<file path="src/common/dlfs_params.svh">
`ifndef DLFS_PARAMS_SVH
`define DLFS_PARAMS_SVH

`define DLFS_CLK_PERIOD_PS 10000
`define DLFS_CEIL_CYC(ps) (((ps) + `DLFS_CLK_PERIOD_PS - 1) / `DLFS_CLK_PERIOD_PS)

// Cycle counts and picosecond times; mode_set_spacing is counted in real clock edges.
`define DLFS_MODE_SET_SPACING_CYC 4
`define DLFS_MODE_SET_TO_CMD_CYC 12
`define DLFS_CLK_HOLD_SRE_PS 10000
`define DLFS_CLK_HOLD_SRE_CYC `DLFS_CEIL_CYC(`DLFS_CLK_HOLD_SRE_PS)
`define DLFS_CLK_STABLE_SRX_PS 10000
`define DLFS_CLK_STABLE_SRX_CYC `DLFS_CEIL_CYC(`DLFS_CLK_STABLE_SRX_PS)
`define DLFS_SR_EXIT_TO_CMD_PS 170000
`define DLFS_SR_EXIT_TO_CMD_CYC `DLFS_CEIL_CYC(`DLFS_SR_EXIT_TO_CMD_PS)
`define DLFS_PD_EXIT_PS 6000
`define DLFS_PD_EXIT_CYC `DLFS_CEIL_CYC(`DLFS_PD_EXIT_PS)
`define DLFS_DLL_LOCK_CYC 512
`define DLFS_CAL_OP_CYC 256

// Mode register field positions and reset values.
`define DLFS_MR1_DLL_OFF_BIT 0
`define DLFS_MR0_DLL_RESET_BIT 8
`define DLFS_MR1_TERM_LO_BIT 2
`define DLFS_MR1_TERM_MID_BIT 6
`define DLFS_MR1_TERM_HI_BIT 9
`define DLFS_MR2_TERM_WR_LO_BIT 9
`define DLFS_MR2_TERM_WR_HI_BIT 10
`define DLFS_MR0_RESET 16'h0000
`define DLFS_MR1_RESET 16'h0001

`endif

</file>
<file path="src/common/dlfs_pkg.sv">
package dlfs_pkg;
   typedef enum logic [2:0] {
      DLFS_CMD_NOP = 3'h0,
      DLFS_CMD_MRS = 3'h1,
      DLFS_CMD_SRE = 3'h2,
      DLFS_CMD_SRX = 3'h3,
      DLFS_CMD_PDE = 3'h4,
      DLFS_CMD_PDX = 3'h5,
      DLFS_CMD_LONG_IMPEDANCE_CALIBRATION = 3'h6,
      DLFS_CMD_ACT = 3'h7
   } dlfs_cmd_t;
   typedef logic [15:0] dlfs_word_t;
   typedef logic [1:0] dlfs_ba_t;
endpackage

</file>
<file path="src/common/dlfs_if.sv">
`timescale 1ns/100ps
interface dlfs_if;
   import dlfs_pkg::*;
   dlfs_cmd_t cmd;
   dlfs_ba_t bank;
   dlfs_word_t addr;
   logic clock_gate_input;
   logic termination_control_pin;
   logic clk_run;
   modport ctrl (output cmd, output bank, output addr, output clock_gate_input,
                 output termination_control_pin, output clk_run);
   modport dev (input cmd, input bank, input addr, input clock_gate_input,
                input termination_control_pin, input clk_run);
endinterface

</file>
<file path="src/hdl/dlfs_count.sv">
`timescale 1ns/100ps
`include "dlfs_params.svh"
module dlfs_count (
   input wire logic clk_i,
   input wire logic reset_n_i,
   input wire logic load_i,
   input wire logic [9:0] value_i,
   output logic done_o
);
   logic [9:0] cnt;
   assign done_o = (cnt == 10'h000);
   always_ff @(posedge clk_i or negedge reset_n_i) begin
      if (!reset_n_i) begin
         cnt <= 10'h000;
      end else if (load_i) begin
         cnt <= value_i;
      end else if (cnt != 10'h000) begin
         cnt <= cnt - 10'h001;
      end
   end
endmodule

</file>
<file path="src/hdl/dlfs_ctrl.sv">
`timescale 1ns/100ps
`include "dlfs_params.svh"
//Contract
// - Start idle, banks precharged, termination off.
// - Self-refresh, wait clock hold, then change.
// - Stable clock before self-refresh exit.
// - Clock gate high until lock after reset.
// - Termination low until lock when enabled.
// - After exit delay, clear DLL-off bit.
// - After spacing, set DLL reset bit.
// - Rewrite latencies; calibration after command delay.
// - Locked commands wait lock and calibration.
// - Mode sets spaced four real clock edges.
// - Nanoseconds round up to whole cycles.
// - Frequency change only in refresh/power-down.
// - Clock ignored after hold in self-refresh.
// - Power-down: termination low if nominal enabled.
// - Power-down: wait hold after gate low.
// - Power-down change: gate, termination held low.
// - Stable clock, exit, delay, then DLL reset.
// - Extra latency writes with gate held high.
// - During re-lock: termination low, gate high.
// - After lock, device runs at new clock.
// - DLL-off bit disables loop until cleared.
module dlfs_ctrl (
   input wire logic clk_i,
   input wire logic reset_n_i,
   dlfs_if.ctrl link,
   input wire logic start_i,
   input wire logic use_power_down_i,
   input wire logic calibrate_i,
   input wire logic [15:0] mr0_value_i,
   input wire logic [15:0] mr1_value_i,
   input wire logic [15:0] mr2_value_i,
   input wire logic user_mrs_i,
   input wire dlfs_pkg::dlfs_ba_t user_bank_i,
   input wire dlfs_pkg::dlfs_word_t user_addr_i,
   output logic busy_o,
   output logic freq_change_window_o,
   output logic locked_cmd_ok_o,
   output logic done_o
);
   import dlfs_pkg::*;
   typedef enum logic [10:0] {
      S_IDLE = 11'h001,
      S_ENTER = 11'h002,
      S_HOLD = 11'h004,
      S_CHANGE = 11'h008,
      S_EXIT = 11'h010,
      S_DLL_ON = 11'h020,
      S_DLL_RST = 11'h040,
      S_STABLE = 11'h080,
      S_MR2 = 11'h100,
      S_CAL = 11'h200,
      S_LOCK = 11'h400
   } dlfs_state_t;
   dlfs_state_t state;
   dlfs_state_t next_state;
   logic pd_mode;
   logic term_nom;
   logic term_wr;
   logic term_sticky;
   logic cal_done;
   logic [9:0] gap;
   logic [9:0] wait_val;
   logic wait_load;
   logic [9:0] lock_cnt;
   logic [9:0] cal_cnt;
   logic gate;
   dlfs_cmd_t next_cmd;
   dlfs_ba_t next_bank;
   dlfs_word_t next_addr;
   dlfs_cmd_t cmd_q;
   dlfs_ba_t bank_q;
   dlfs_word_t addr_q;
   wire wait_done;
   // ************
   // Helpers
   // ************
   function automatic logic [9:0] cyc(input int n);
      return 10'(n);
   endfunction
   dlfs_count u_wait (
      .clk_i(clk_i),
      .reset_n_i(reset_n_i),
      .load_i(wait_load),
      .value_i(wait_val),
      .done_o(wait_done)
   );
   // Mode sets must keep four real edges apart, so the gap counts clk_i edges.
   wire mrs_ok = (gap == 10'h000);
   wire user_mrs_go = user_mrs_i && (state == S_IDLE) && mrs_ok;
   wire term_any = term_nom || term_wr;
   wire term_hold = pd_mode ? term_nom : term_sticky;
   wire step = wait_done && mrs_ok;
   // ************
   // Sequencer
   // ************
   always_comb begin
      next_state = state;
      next_cmd = DLFS_CMD_NOP;
      next_bank = 2'h0;
      next_addr = 16'h0000;
      wait_load = 1'b0;
      wait_val = 10'h000;
      case (state)
         S_IDLE: begin
            if (start_i) begin
               next_state = S_ENTER;
            end else if (user_mrs_go) begin
               next_cmd = DLFS_CMD_MRS;
               next_bank = user_bank_i;
               next_addr = user_addr_i;
            end
         end
         S_ENTER: begin
            if (step) begin
               next_cmd = use_power_down_i ? DLFS_CMD_PDE : DLFS_CMD_SRE;
               next_state = S_HOLD;
               wait_load = 1'b1;
               wait_val = cyc(`DLFS_CLK_HOLD_SRE_CYC);
            end
         end
         S_HOLD: begin
            if (wait_done) begin
               next_state = S_CHANGE;
            end
         end
         S_CHANGE: begin
            // The change window lasts one cycle; the stable count only starts once the clock runs again.
            next_state = S_STABLE;
            wait_load = 1'b1;
            wait_val = cyc(`DLFS_CLK_STABLE_SRX_CYC);
         end
         S_STABLE: begin
            if (wait_done) begin
               next_cmd = pd_mode ? DLFS_CMD_PDX : DLFS_CMD_SRX;
               next_state = S_EXIT;
               wait_load = 1'b1;
               wait_val = pd_mode ? cyc(`DLFS_PD_EXIT_CYC) : cyc(`DLFS_SR_EXIT_TO_CMD_CYC);
            end
         end
         S_EXIT: begin
            if (step) begin
               next_cmd = DLFS_CMD_MRS;
               next_bank = 2'h1;
               next_addr = mr1_value_i;
               next_addr[`DLFS_MR1_DLL_OFF_BIT] = 1'b0;
               next_state = S_DLL_RST;
            end
         end
         S_DLL_RST: begin
            if (step) begin
               next_cmd = DLFS_CMD_MRS;
               next_bank = 2'h0;
               next_addr = mr0_value_i;
               next_addr[`DLFS_MR0_DLL_RESET_BIT] = 1'b1;
               next_state = S_MR2;
            end
         end
         S_MR2: begin
            if (step) begin
               next_cmd = DLFS_CMD_MRS;
               next_bank = 2'h2;
               next_addr = mr2_value_i;
               next_state = S_CAL;
               wait_load = 1'b1;
               wait_val = cyc(`DLFS_MODE_SET_TO_CMD_CYC);
            end
         end
         S_CAL: begin
            if (wait_done) begin
               next_cmd = calibrate_i ? DLFS_CMD_LONG_IMPEDANCE_CALIBRATION : DLFS_CMD_NOP;
               next_state = S_LOCK;
            end
         end
         S_LOCK: begin
            if ((lock_cnt == 10'h000) && cal_done) begin
               next_state = S_IDLE;
            end
         end
         default: begin
            next_state = S_IDLE;
         end
      endcase
   end
   wire issue_mrs = (next_cmd == DLFS_CMD_MRS);
   wire issue_dll_rst = issue_mrs && (next_bank == 2'h0) && (state == S_DLL_RST);
   always_ff @(posedge clk_i or negedge reset_n_i) begin
      if (!reset_n_i) begin
         state <= S_IDLE;
         cmd_q <= DLFS_CMD_NOP;
         bank_q <= 2'h0;
         addr_q <= 16'h0000;
         gap <= 10'h000;
      end else begin
         state <= next_state;
         cmd_q <= next_cmd;
         bank_q <= next_bank;
         addr_q <= next_addr;
         if (issue_mrs) begin
            gap <= cyc(`DLFS_MODE_SET_SPACING_CYC - 1);
         end else if (gap != 10'h000) begin
            gap <= gap - 10'h001;
         end
      end
   end
   always_ff @(posedge clk_i or negedge reset_n_i) begin
      if (!reset_n_i) begin
         pd_mode <= 1'b0;
         term_nom <= 1'b0;
         term_wr <= 1'b0;
         term_sticky <= 1'b0;
      end else begin
         if (state == S_IDLE && start_i) begin
            pd_mode <= use_power_down_i;
            term_sticky <= term_any;
         end
         if (issue_mrs && next_bank == 2'h1) begin
            term_nom <= |{next_addr[`DLFS_MR1_TERM_HI_BIT], next_addr[`DLFS_MR1_TERM_MID_BIT],
                          next_addr[`DLFS_MR1_TERM_LO_BIT]};
         end
         if (issue_mrs && next_bank == 2'h2) begin
            term_wr <= |next_addr[`DLFS_MR2_TERM_WR_HI_BIT:`DLFS_MR2_TERM_WR_LO_BIT];
         end
      end
   end
   always_ff @(posedge clk_i or negedge reset_n_i) begin
      if (!reset_n_i) begin
         lock_cnt <= 10'h000;
         cal_cnt <= 10'h000;
         cal_done <= 1'b1;
         gate <= 1'b1;
      end else begin
         if (issue_dll_rst) begin
            lock_cnt <= cyc(`DLFS_DLL_LOCK_CYC);
         end else if (lock_cnt != 10'h000) begin
            lock_cnt <= lock_cnt - 10'h001;
         end
         if (state == S_CAL && wait_done && calibrate_i) begin
            cal_cnt <= cyc(`DLFS_CAL_OP_CYC);
            cal_done <= 1'b0;
         end else if (cal_cnt != 10'h000) begin
            cal_cnt <= cal_cnt - 10'h001;
         end else begin
            cal_done <= 1'b1;
         end
         // Gate goes low with the entry command and back high with exit.
         if (next_cmd == DLFS_CMD_SRE || next_cmd == DLFS_CMD_PDE) begin
            gate <= 1'b0;
         end else if (next_cmd == DLFS_CMD_SRX || next_cmd == DLFS_CMD_PDX) begin
            gate <= 1'b1;
         end
      end
   end
   // Termination is held low in every state; the pin is ANDed with a constant 0, so term_hold and in_seq never raise it.
   wire in_seq = (state != S_IDLE) && (state != S_ENTER);
   assign link.termination_control_pin = 1'b0 && term_hold && in_seq;
   assign link.cmd = cmd_q;
   assign link.bank = bank_q;
   assign link.addr = addr_q;
   assign link.clock_gate_input = gate;
   assign link.clk_run = !(state == S_CHANGE);
   assign busy_o = (state != S_IDLE);
   assign freq_change_window_o = (state == S_CHANGE);
   assign locked_cmd_ok_o = (lock_cnt == 10'h000) && cal_done;
   assign done_o = (state == S_LOCK) && (next_state == S_IDLE);
endmodule

</file>
<file path="src/flat_wrapper.sv">
// flat-port wrapper written by rule: the top's interface ports become plain ports
module dlfs_ctrl_flat import dlfs_pkg::*;
  (clk_i, reset_n_i, start_i, use_power_down_i, calibrate_i, mr0_value_i, mr1_value_i, mr2_value_i, user_mrs_i, user_bank_i, user_addr_i, busy_o, freq_change_window_o, locked_cmd_ok_o, done_o, link_cmd, link_bank, link_addr, link_clock_gate_input, link_termination_control_pin, link_clk_run);
  dlfs_if link_i ();
  input wire logic clk_i;
  input wire logic reset_n_i;
  input wire logic start_i;
  input wire logic use_power_down_i;
  input wire logic calibrate_i;
  input wire logic [15:0] mr0_value_i;
  input wire logic [15:0] mr1_value_i;
  input wire logic [15:0] mr2_value_i;
  input wire logic user_mrs_i;
  input wire dlfs_pkg::dlfs_ba_t user_bank_i;
  input wire dlfs_pkg::dlfs_word_t user_addr_i;
  output logic busy_o;
  output logic freq_change_window_o;
  output logic locked_cmd_ok_o;
  output logic done_o;
  output wire logic [$bits(link_i.cmd)-1:0] link_cmd;
  output wire logic [$bits(link_i.bank)-1:0] link_bank;
  output wire logic [$bits(link_i.addr)-1:0] link_addr;
  output wire logic [$bits(link_i.clock_gate_input)-1:0] link_clock_gate_input;
  output wire logic [$bits(link_i.termination_control_pin)-1:0] link_termination_control_pin;
  output wire logic [$bits(link_i.clk_run)-1:0] link_clk_run;
  assign link_cmd = link_i.cmd;
  assign link_bank = link_i.bank;
  assign link_addr = link_i.addr;
  assign link_clock_gate_input = link_i.clock_gate_input;
  assign link_termination_control_pin = link_i.termination_control_pin;
  assign link_clk_run = link_i.clk_run;
  dlfs_ctrl u_core (.clk_i(clk_i), .reset_n_i(reset_n_i), .link(link_i), .start_i(start_i), .use_power_down_i(use_power_down_i), .calibrate_i(calibrate_i), .mr0_value_i(mr0_value_i), .mr1_value_i(mr1_value_i), .mr2_value_i(mr2_value_i), .user_mrs_i(user_mrs_i), .user_bank_i(user_bank_i), .user_addr_i(user_addr_i), .busy_o(busy_o), .freq_change_window_o(freq_change_window_o), .locked_cmd_ok_o(locked_cmd_ok_o), .done_o(done_o));
endmodule
</file>
<file path="config.mk">
export PLATFORM = sky130hd
export DESIGN_NAME = dlfs_ctrl_flat
export DESIGN_NICKNAME = d
export VERILOG_FILES = /design/src/common/dlfs_pkg.sv /design/src/common/dlfs_if.sv /design/src/hdl/dlfs_count.sv /design/src/hdl/dlfs_ctrl.sv /design/src/flat_wrapper.sv
export VERILOG_INCLUDE_DIRS = /design/src /design/src/common
export SDC_FILE = /design/constraint.sdc
export NUM_CORES = 1
export LEC_CHECK = 0
export BUFFER_PORTS_ARGS = -buffer_cell sky130_fd_sc_hd__buf_2
export CORE_MARGIN = 3
export CORE_UTILIZATION = 45
export DETAILED_ROUTE_END_ITERATION = 16
export PLACE_DENSITY = 0.69
export SYNTH_ARGS = -nofsm -noshare
export SYNTH_HDL_FRONTEND = slang
export SYNTH_SLANG_ARGS = --single-unit
export TNS_END_PERCENT = 20
</file>
<file path="constraint.sdc">
create_clock -name clk_i -period 2.6 [get_ports clk_i]
set_input_delay 0.39 -clock clk_i [delete_from_list [all_inputs] [get_ports clk_i]]
set_output_delay 0.39 -clock clk_i [all_outputs]
set_load 0.02 [all_outputs]
</file>
==> key figures, run 1 <==
Status
  • Status: finished, final reports clean

Final layout
  • Synthesis-to-finish area growth: 21.1%
  • Final core utilization: 57.5%
  • Layout cell share with drive strength beyond 1: 29.6%
  • Nets: 596
  • Ant. Diodes: 0

Drt
  • Antenna Violating Nets Remaining: 0
  • Routed wire length: 9320 um
  • Drt pass-1 iters: 8
  • Routed len/inst: 14.8 um
  • Total number of vias: 3,484
  • Number of DRC markers in iteration 0: 241
  • Residual DRC count: 0
  • Vias/cell: 5.55

GRT
  • Vias in the first global route: 3,321
  • Global-route wire length before repair: 15,300 um
  • Largest net degree at the start of global routing: 76
  • Initial antenna violation count: 0
  • Total track usage: 19.0%
  • Total grt overflow: 0

Critical path
  • Worst R2R Start: u_core.u_wait.cnt[0]
  • CP Cell Sequence: or4_4, nor2_1, and3_1, inv_1, buf_2
  • Slowest cell on the critical path: or4_4
  • Arr. time, crit path: 2.10 ns
  • Bufs and invs on worst path: 2
  • Worst Setup End Kind: output pin
  • CP max stage delay: 0.60 ns
  • End of the worst register-to-register path: u_core.u_wait.cnt[6]
  • WP data required: 2.21 ns
  • Setup CP Type: reg -> out
  • CP Launch Type: flop
  • Crit-path leading delay family: simple AND/OR/NAND/NOR gates
  • Register-to-register setup slack: 0.20 ns
  • Crit Path Max Fanout: 10
  • Worst reg2reg path depth: 8

Yosys
  • Main synth FF type: dfrtp_1
  • Number of synthesized flops with an enable pin: 0
  • Synth Warn #: 0
  • Avg Inst Size Synth: 9.72 sq um
  • Mapped cell area: 4020 sq um
  • Synth Instances: 414
  • Register area share after synthesis: 46.7%
  • Synth unique cells: 57
  • Ys async rst share: 100%
  • #FFs+latches synth: 75

STA
  • Min Clock Period, post-route: 2.49 ns
  • Final hold violation count: 0
  • # setup viols final: 0
  • Max-slew headroom: 37.2%
  • Fmax achieved: 402 MHz
  • Pins Over Slew Limit: 0
  • RSZ-0062 raised after global routing: no
  • Crit share post-route: 95.6%
  • Setup TNS Final: 0 ns
  • Worst slew pin tran: 0.942 ns
  • Clk_skew: 0.0135 ns

Worst hold path
  • Min-delay worst type: in -> async

Floorplanning
  • Row count: 33
  • Die H: 101 um
  • Initial Util: 47.5%
  • Die width: 101 um
  • Core box area: 8460 sq um
  • Top Ports: 100
  • Die area: 10,100 sq um

Pwr
  • Pwr Density: 617 nW/um^2
  • Max IR drop VDD: 0.434 mV
  • Static leakage: 2.32 nW

Placement
  • Final HPWL DP: 6810 um
  • Routability congestion estimate from global placement: 0.852
  • Port buffer count: 96

Clock network
  • CTS tree: built
  • Clock latency on the worst-skew pair: 0.34 ns
  • H-tree level count: 3
  • Clk root buf: clkbuf_8
  • Clock Path Buffers: 2
  • Hold-fix buffers at CTS: 0
  • CTS sink count: 75
  • TritonCTS buffer count: 9
  • Clock Pin Slew Worst Setup and Hold Paths: 0.07 ns

Job
  • Max_cap viols: 0
[flip-flops by register name, summed over array words and instances (netlist names)]
| name | cells |
|---|---|
| u_core.link.addr | 16 |
| u_core.state | 11 |
| u_core.cal_cnt | 10 |
| u_core.gap | 10 |
| u_core.lock_cnt | 10 |
| u_core.u_wait.cnt | 10 |
| u_core.link.cmd | 3 |
| u_core.link.bank | 2 |
| u_core.cal_done | 1 |
| u_core.link.clock_gate_input | 1 |
| u_core.pd_mode | 1 |
[layout make-up]
class	count	area, sq um
clock inverters	4	48.8
fillers	738	3590
flip-flops and latches	75	1880
clock buffers	12	155
multi-input cells	303	1980
repair buffers	114	618
well taps	105	131
inverters	15	56.3
[routing by layer]
metal  vias up  share of wire [%]  global-route usage [%]  wire length [um]
met1      1682                 43                    23.3              4020
li1       1690                  -                       -                 -
met4         0                1.5                    6.84               142
met3        16                4.6                    4.57               433
met2        96                 51                    32.4              4720
met5         -                  0                       0                 0
[where the power goes]
| group | total (W) | switching (W) | internal (W) |
|---|---|---|---|
| logic | 0.000597 | 0.000284 | 0.000313 |
| clock network | 0.000919 | 0.000424 | 0.000495 |
| registers | 0.00149 | 0.000156 | 0.00133 |
| total | 0.00300 | 0.000864 | 0.00214 |
[how the worst max path moves through the flow]
stage	start	endpoint	slack (ns)	cells after the start
2_1_floorplan	u_core.u_wait.cnt[0]	u_core.state[4]	0.31	9
3_3_place_gp	u_core.u_wait.cnt[0]	u_core.u_wait.cnt[4]	0.22	8
3_5_place_dp	u_core.u_wait.cnt[0]	u_core.u_wait.cnt[4]	0.17	8
4_1_cts	u_core.state[0]	link_clk_run	0.02	5
5_1_grt	u_core.u_wait.cnt[0]	u_core.u_wait.cnt[7]	0.003	8
6_report	u_core.state[0]	link_clk_run	0.11	5
[cells in the final DEF (no fill, tap or decap), types with 14 or more instances in the layout]
cell	count
a222oi_1	14
buf_2	95
buf_4	19
dfrtp_1	72
inv_1	15
nand2_1	44
nor2_1	49
nor3_1	15
o21ai_0	16
xnor2_1	19
[cell usage after synthesis (6+ instances only)]
cell type / number / share of area (%)
nand2_1: 44 / 4.1
nor4_1: 11 / 1.7
nand4_1: 8 / 1.2
nor3_1: 15 / 1.9
inv_1: 15 / 1.4
o21ai_1: 11 / 1.4
ha_1: 6 / 1.9
nand3_1: 8 / 1.0
clkbuf_1: 10 / 0.93
a21oi_1: 8 / 1.0
a222oi_1: 14 / 3.5
nor2_1: 49 / 4.6
o21ai_0: 16 / 2.0
nor2b_1: 9 / 1.4
buf_4: 7 / 1.3
xor2_1: 9 / 2.0
xnor2_1: 19 / 4.1
dfrtp_1: 72 / 45
[cell families (layout without fill, tap and decap cells)]
kind of cell    Yosys count  count (layout)  share of synthesized area [%]
buf+inv                  37             145                           4.57
other cells               1               2                         0.0932
fa+ha+maj                 6               6                           1.87
flops                    75              75                           46.7
mux                       6               6                           1.56
compound gates           74              74                           13.1
simple gates            187             187                           26.0
xor+xnor                 28              28                           6.10
[per-stage QoR]
step	hold slack [ns]	setup WS, ns	cell area [sq um]	std cells	total power (W)
floorplan	0.0944	0.314	4030	415	0.00192
global placement	0.466	0.218	4650	612	0.00209
detailed placement	0.465	0.168	4650	612	0.00211
CTS	0.227	0.0201	4850	628	0.00304
global route	0.223	0.00334	4870	628	0.00319
finish	0.175	0.115	4870	628	0.00300
[repair_timing]
action,4_1_cts,5_1_grt
buffers inserted,0,0
endpoints found under the setup margin,0,4
endpoints found under the hold margin,0,0
gates resized for setup,0,4
No activity file was read; power rests on OpenSTA's default activity.
==> inputs of run 2 (changes only) <==
--- a/config.mk
+++ b/config.mk
@@ -6,11 +6,10 @@
 export SDC_FILE = /design/constraint.sdc
 export NUM_CORES = 1
 export LEC_CHECK = 0
-export BUFFER_PORTS_ARGS = -buffer_cell sky130_fd_sc_hd__buf_2
 export CORE_MARGIN = 3
 export CORE_UTILIZATION = 45
 export DETAILED_ROUTE_END_ITERATION = 16
-export PLACE_DENSITY = 0.69
+export DONT_BUFFER_PORTS = 1
 export SYNTH_ARGS = -nofsm -noshare
 export SYNTH_HDL_FRONTEND = slang
 export SYNTH_SLANG_ARGS = --single-unit
==> key figures, run 2 (synthesis results as in run 1) <==
Floorplanning
  • Core box area: 8460 sq um (unchanged)
  • Die H: 101 um (unchanged)
  • Die width: 101 um (unchanged)
  • Die area: 10,100 sq um (unchanged)
  • Initial Util: 47.5% (unchanged)
  • Row count: 33 (unchanged)
  • Top Ports: 100 (unchanged)

Final layout
  • Layout cell share with drive strength beyond 1: 14.2% (-15 points)
  • Ant. Diodes: 0 (unchanged)
  • Final core utilization: 52.6% (-5.0 points)
  • Synthesis-to-finish area growth: 10.6%
  • Most common cell after layout, fill and taps aside: dfrtp_1
  • Largest register FFs: 16 (unchanged)
  • Cell Count, Final, Fillers Out: 536 (-15%)
  • Commonest cells after routing, fill and taps aside: dfrtp_1, nor2_1, nand2_1, buf_4, xnor2_1
  • Nets: 504 (-15%)

Clock network
  • CTS tree: built
  • Clk root buf: clkbuf_8
  • Clock latency on the worst-skew pair: 0.35 ns (about the same)
  • Clock Path Buffers: 2 (unchanged)
  • H-tree level count: 3 (unchanged)
  • Clock Pin Slew Worst Setup and Hold Paths: 0.09 ns (+0.02 ns)
  • CTS sink count: 75 (unchanged)
  • TritonCTS buffer count: 9 (unchanged)

Placement
  • Final HPWL DP: 6470 um (-5.1%)
  • Routability congestion estimate from global placement: 0.863 (+1.4%)
  • Port buffer count: 0 (-100%)
  • Placed Cells: 518 (-15%)

Critical path
  • Bufs and invs on worst path: 1 (-1)
  • Crit-path leading delay family: simple AND/OR/NAND/NOR gates
  • Slowest cell on the critical path: or4_1
  • CP Cell Sequence: or4_1, nor2_1, and3_1, buf_4
  • Worst Setup End Kind: output pin
  • CP Launch Type: flop
  • CP max stage delay: 0.67 ns (+0.07 ns)
  • Setup CP Type: reg -> out
  • Crit Path Max Fanout: 10 (unchanged)
  • Worst R2R Start: u_core.u_wait.cnt[0]
  • Arr. time, crit path: 2.04 ns (-0.06 ns)
  • CP Launch Point: u_core.state[0]
  • WP data required: 2.21 ns (about the same)

GRT
  • Largest net degree at the start of global routing: 76 (unchanged)
  • Total track usage: 18.5% (-0.46 points)
  • Global-route wire length before repair: 14,900 um (-2.6%)
  • Initial antenna violation count: 0 (unchanged)
  • Vias in the first global route: 3,051 (-8.1%)
  • Total grt overflow: 0 (unchanged)

Pwr
  • Pwr Density: 678 nW/um^2 (+9.9%)
  • Static leakage: 1.93 nW (-17%)
  • Max IR drop VDD: 0.340 mV (-22%)

Worst hold path
  • Hold_sp: user_addr_i[3]
  • Min-delay worst type: in -> reg

Status
  • Status: finished, final reports clean

Drt
  • Total number of vias: 3,109 (-11%)
  • Antenna Violating Nets Remaining: 0 (unchanged)
  • Drt pass-1 iters: 7 (-1)
  • Number of DRC markers in iteration 0: 180 (-25%)
  • Vias/cell: 5.80 (+4.6%)
  • Routed wire length: 9040 um (-3.0%)
  • Routed len/inst: 16.9 um (+14%)
  • Residual DRC count: 0 (unchanged)

STA
  • Min Clock Period, post-route: 2.43 ns (-0.0546 ns)
  • Clk_skew: 0.0124 ns (-0.00111 ns)
  • Max-slew headroom: 63.5% (+26 points)
  • Pins Over Slew Limit: 0 (unchanged)
  • Setup TNS Final: 0 ns (unchanged)
  • RSZ-0062 raised after global routing: no
  • Worst slew pin tran: 0.543 ns (-0.399 ns)
  • Final hold violation count: 0 (unchanged)
  • # setup viols final: 0 (unchanged)
  • Crit share post-route: 93.5% (-2.1 points)
  • Fmax achieved: 411 MHz (+2.2%)

Job
  • Max_cap viols: 0 (unchanged)
-- run 2: what timing repair did --
action                                  in CTS  in global routing
resized for setup                            0                  3
hold endpoints to repair                    75                  0
buffers inserted                             0                  0
hold buffers                                 2                  0
endpoints found under the setup margin       0                 11
-- run 2: through the flow --
step | setup slack, ns | cell area [sq um] | hold slack, ns | power (W)
finish | 0.169 | 4450 | 0.154 | 0.00302
global route | 0.0665 | 4450 | 0.151 | 0.00320
CTS | 0.0379 | 4430 | 0.139 | 0.00306
detailed placement | 0.0610 | 4180 | 0.0969 | 0.00204
global placement | 0.143 | 4180 | 0.0960 | 0.00202
floorplan | 0.314 | 4030 | 0.0944 | 0.00192
-- run 2: layout make-up --
class	count	area, sq um
Fill cell	762	4020
Clock buffer	9	124
Tap cell	105	131
Sequential cell	75	1880
Timing Repair Buffer	22	188
Multi-Input combinational cell	303	1980
Inverter	15	56.3
Clock inverter	7	92.6
-- run 2: where the power goes --
part	switching (W)	internal [W]
clock	0.000439	0.000536
sequential	0.000158	0.00133
combinational	0.000266	0.000283
-- run 2: metal layers --
metal,part of all wire (%),vias to the layer above,global-route usage [%]
met4,1.3,0,5.60
met1,44,1502,23.5
li1,-,1514,-
met3,5.2,11,5.61
met5,0,-,0
met2,50,82,30.5
-- run 2: worst paths after layout --
kind	to	slack, ns	depth (start not counted)
max	freq_change_window_o	0.17	4
min	u_core.link.addr[3]	0.15	2
max reg2reg	u_core.u_wait.cnt[4]	0.21	8
min reg2reg	u_core.gap[6]	0.48	1
max in group asynchronous	u_core.link.clock_gate_input	1.65	2
min in group asynchronous	u_core.link.addr[3]	0.62	2
-- run 2: worst register-to-register path, stage by stage (launching register included) --
cell and delay (ns):
dfrtp_1 0.42, inv_1 0.08, ha_1 0.17, or3b_2 0.51, nor4_4 0.33, buf_4 0.23, o2111ai_2 0.26, nand4_1 0.18
o21ai_0 0.09
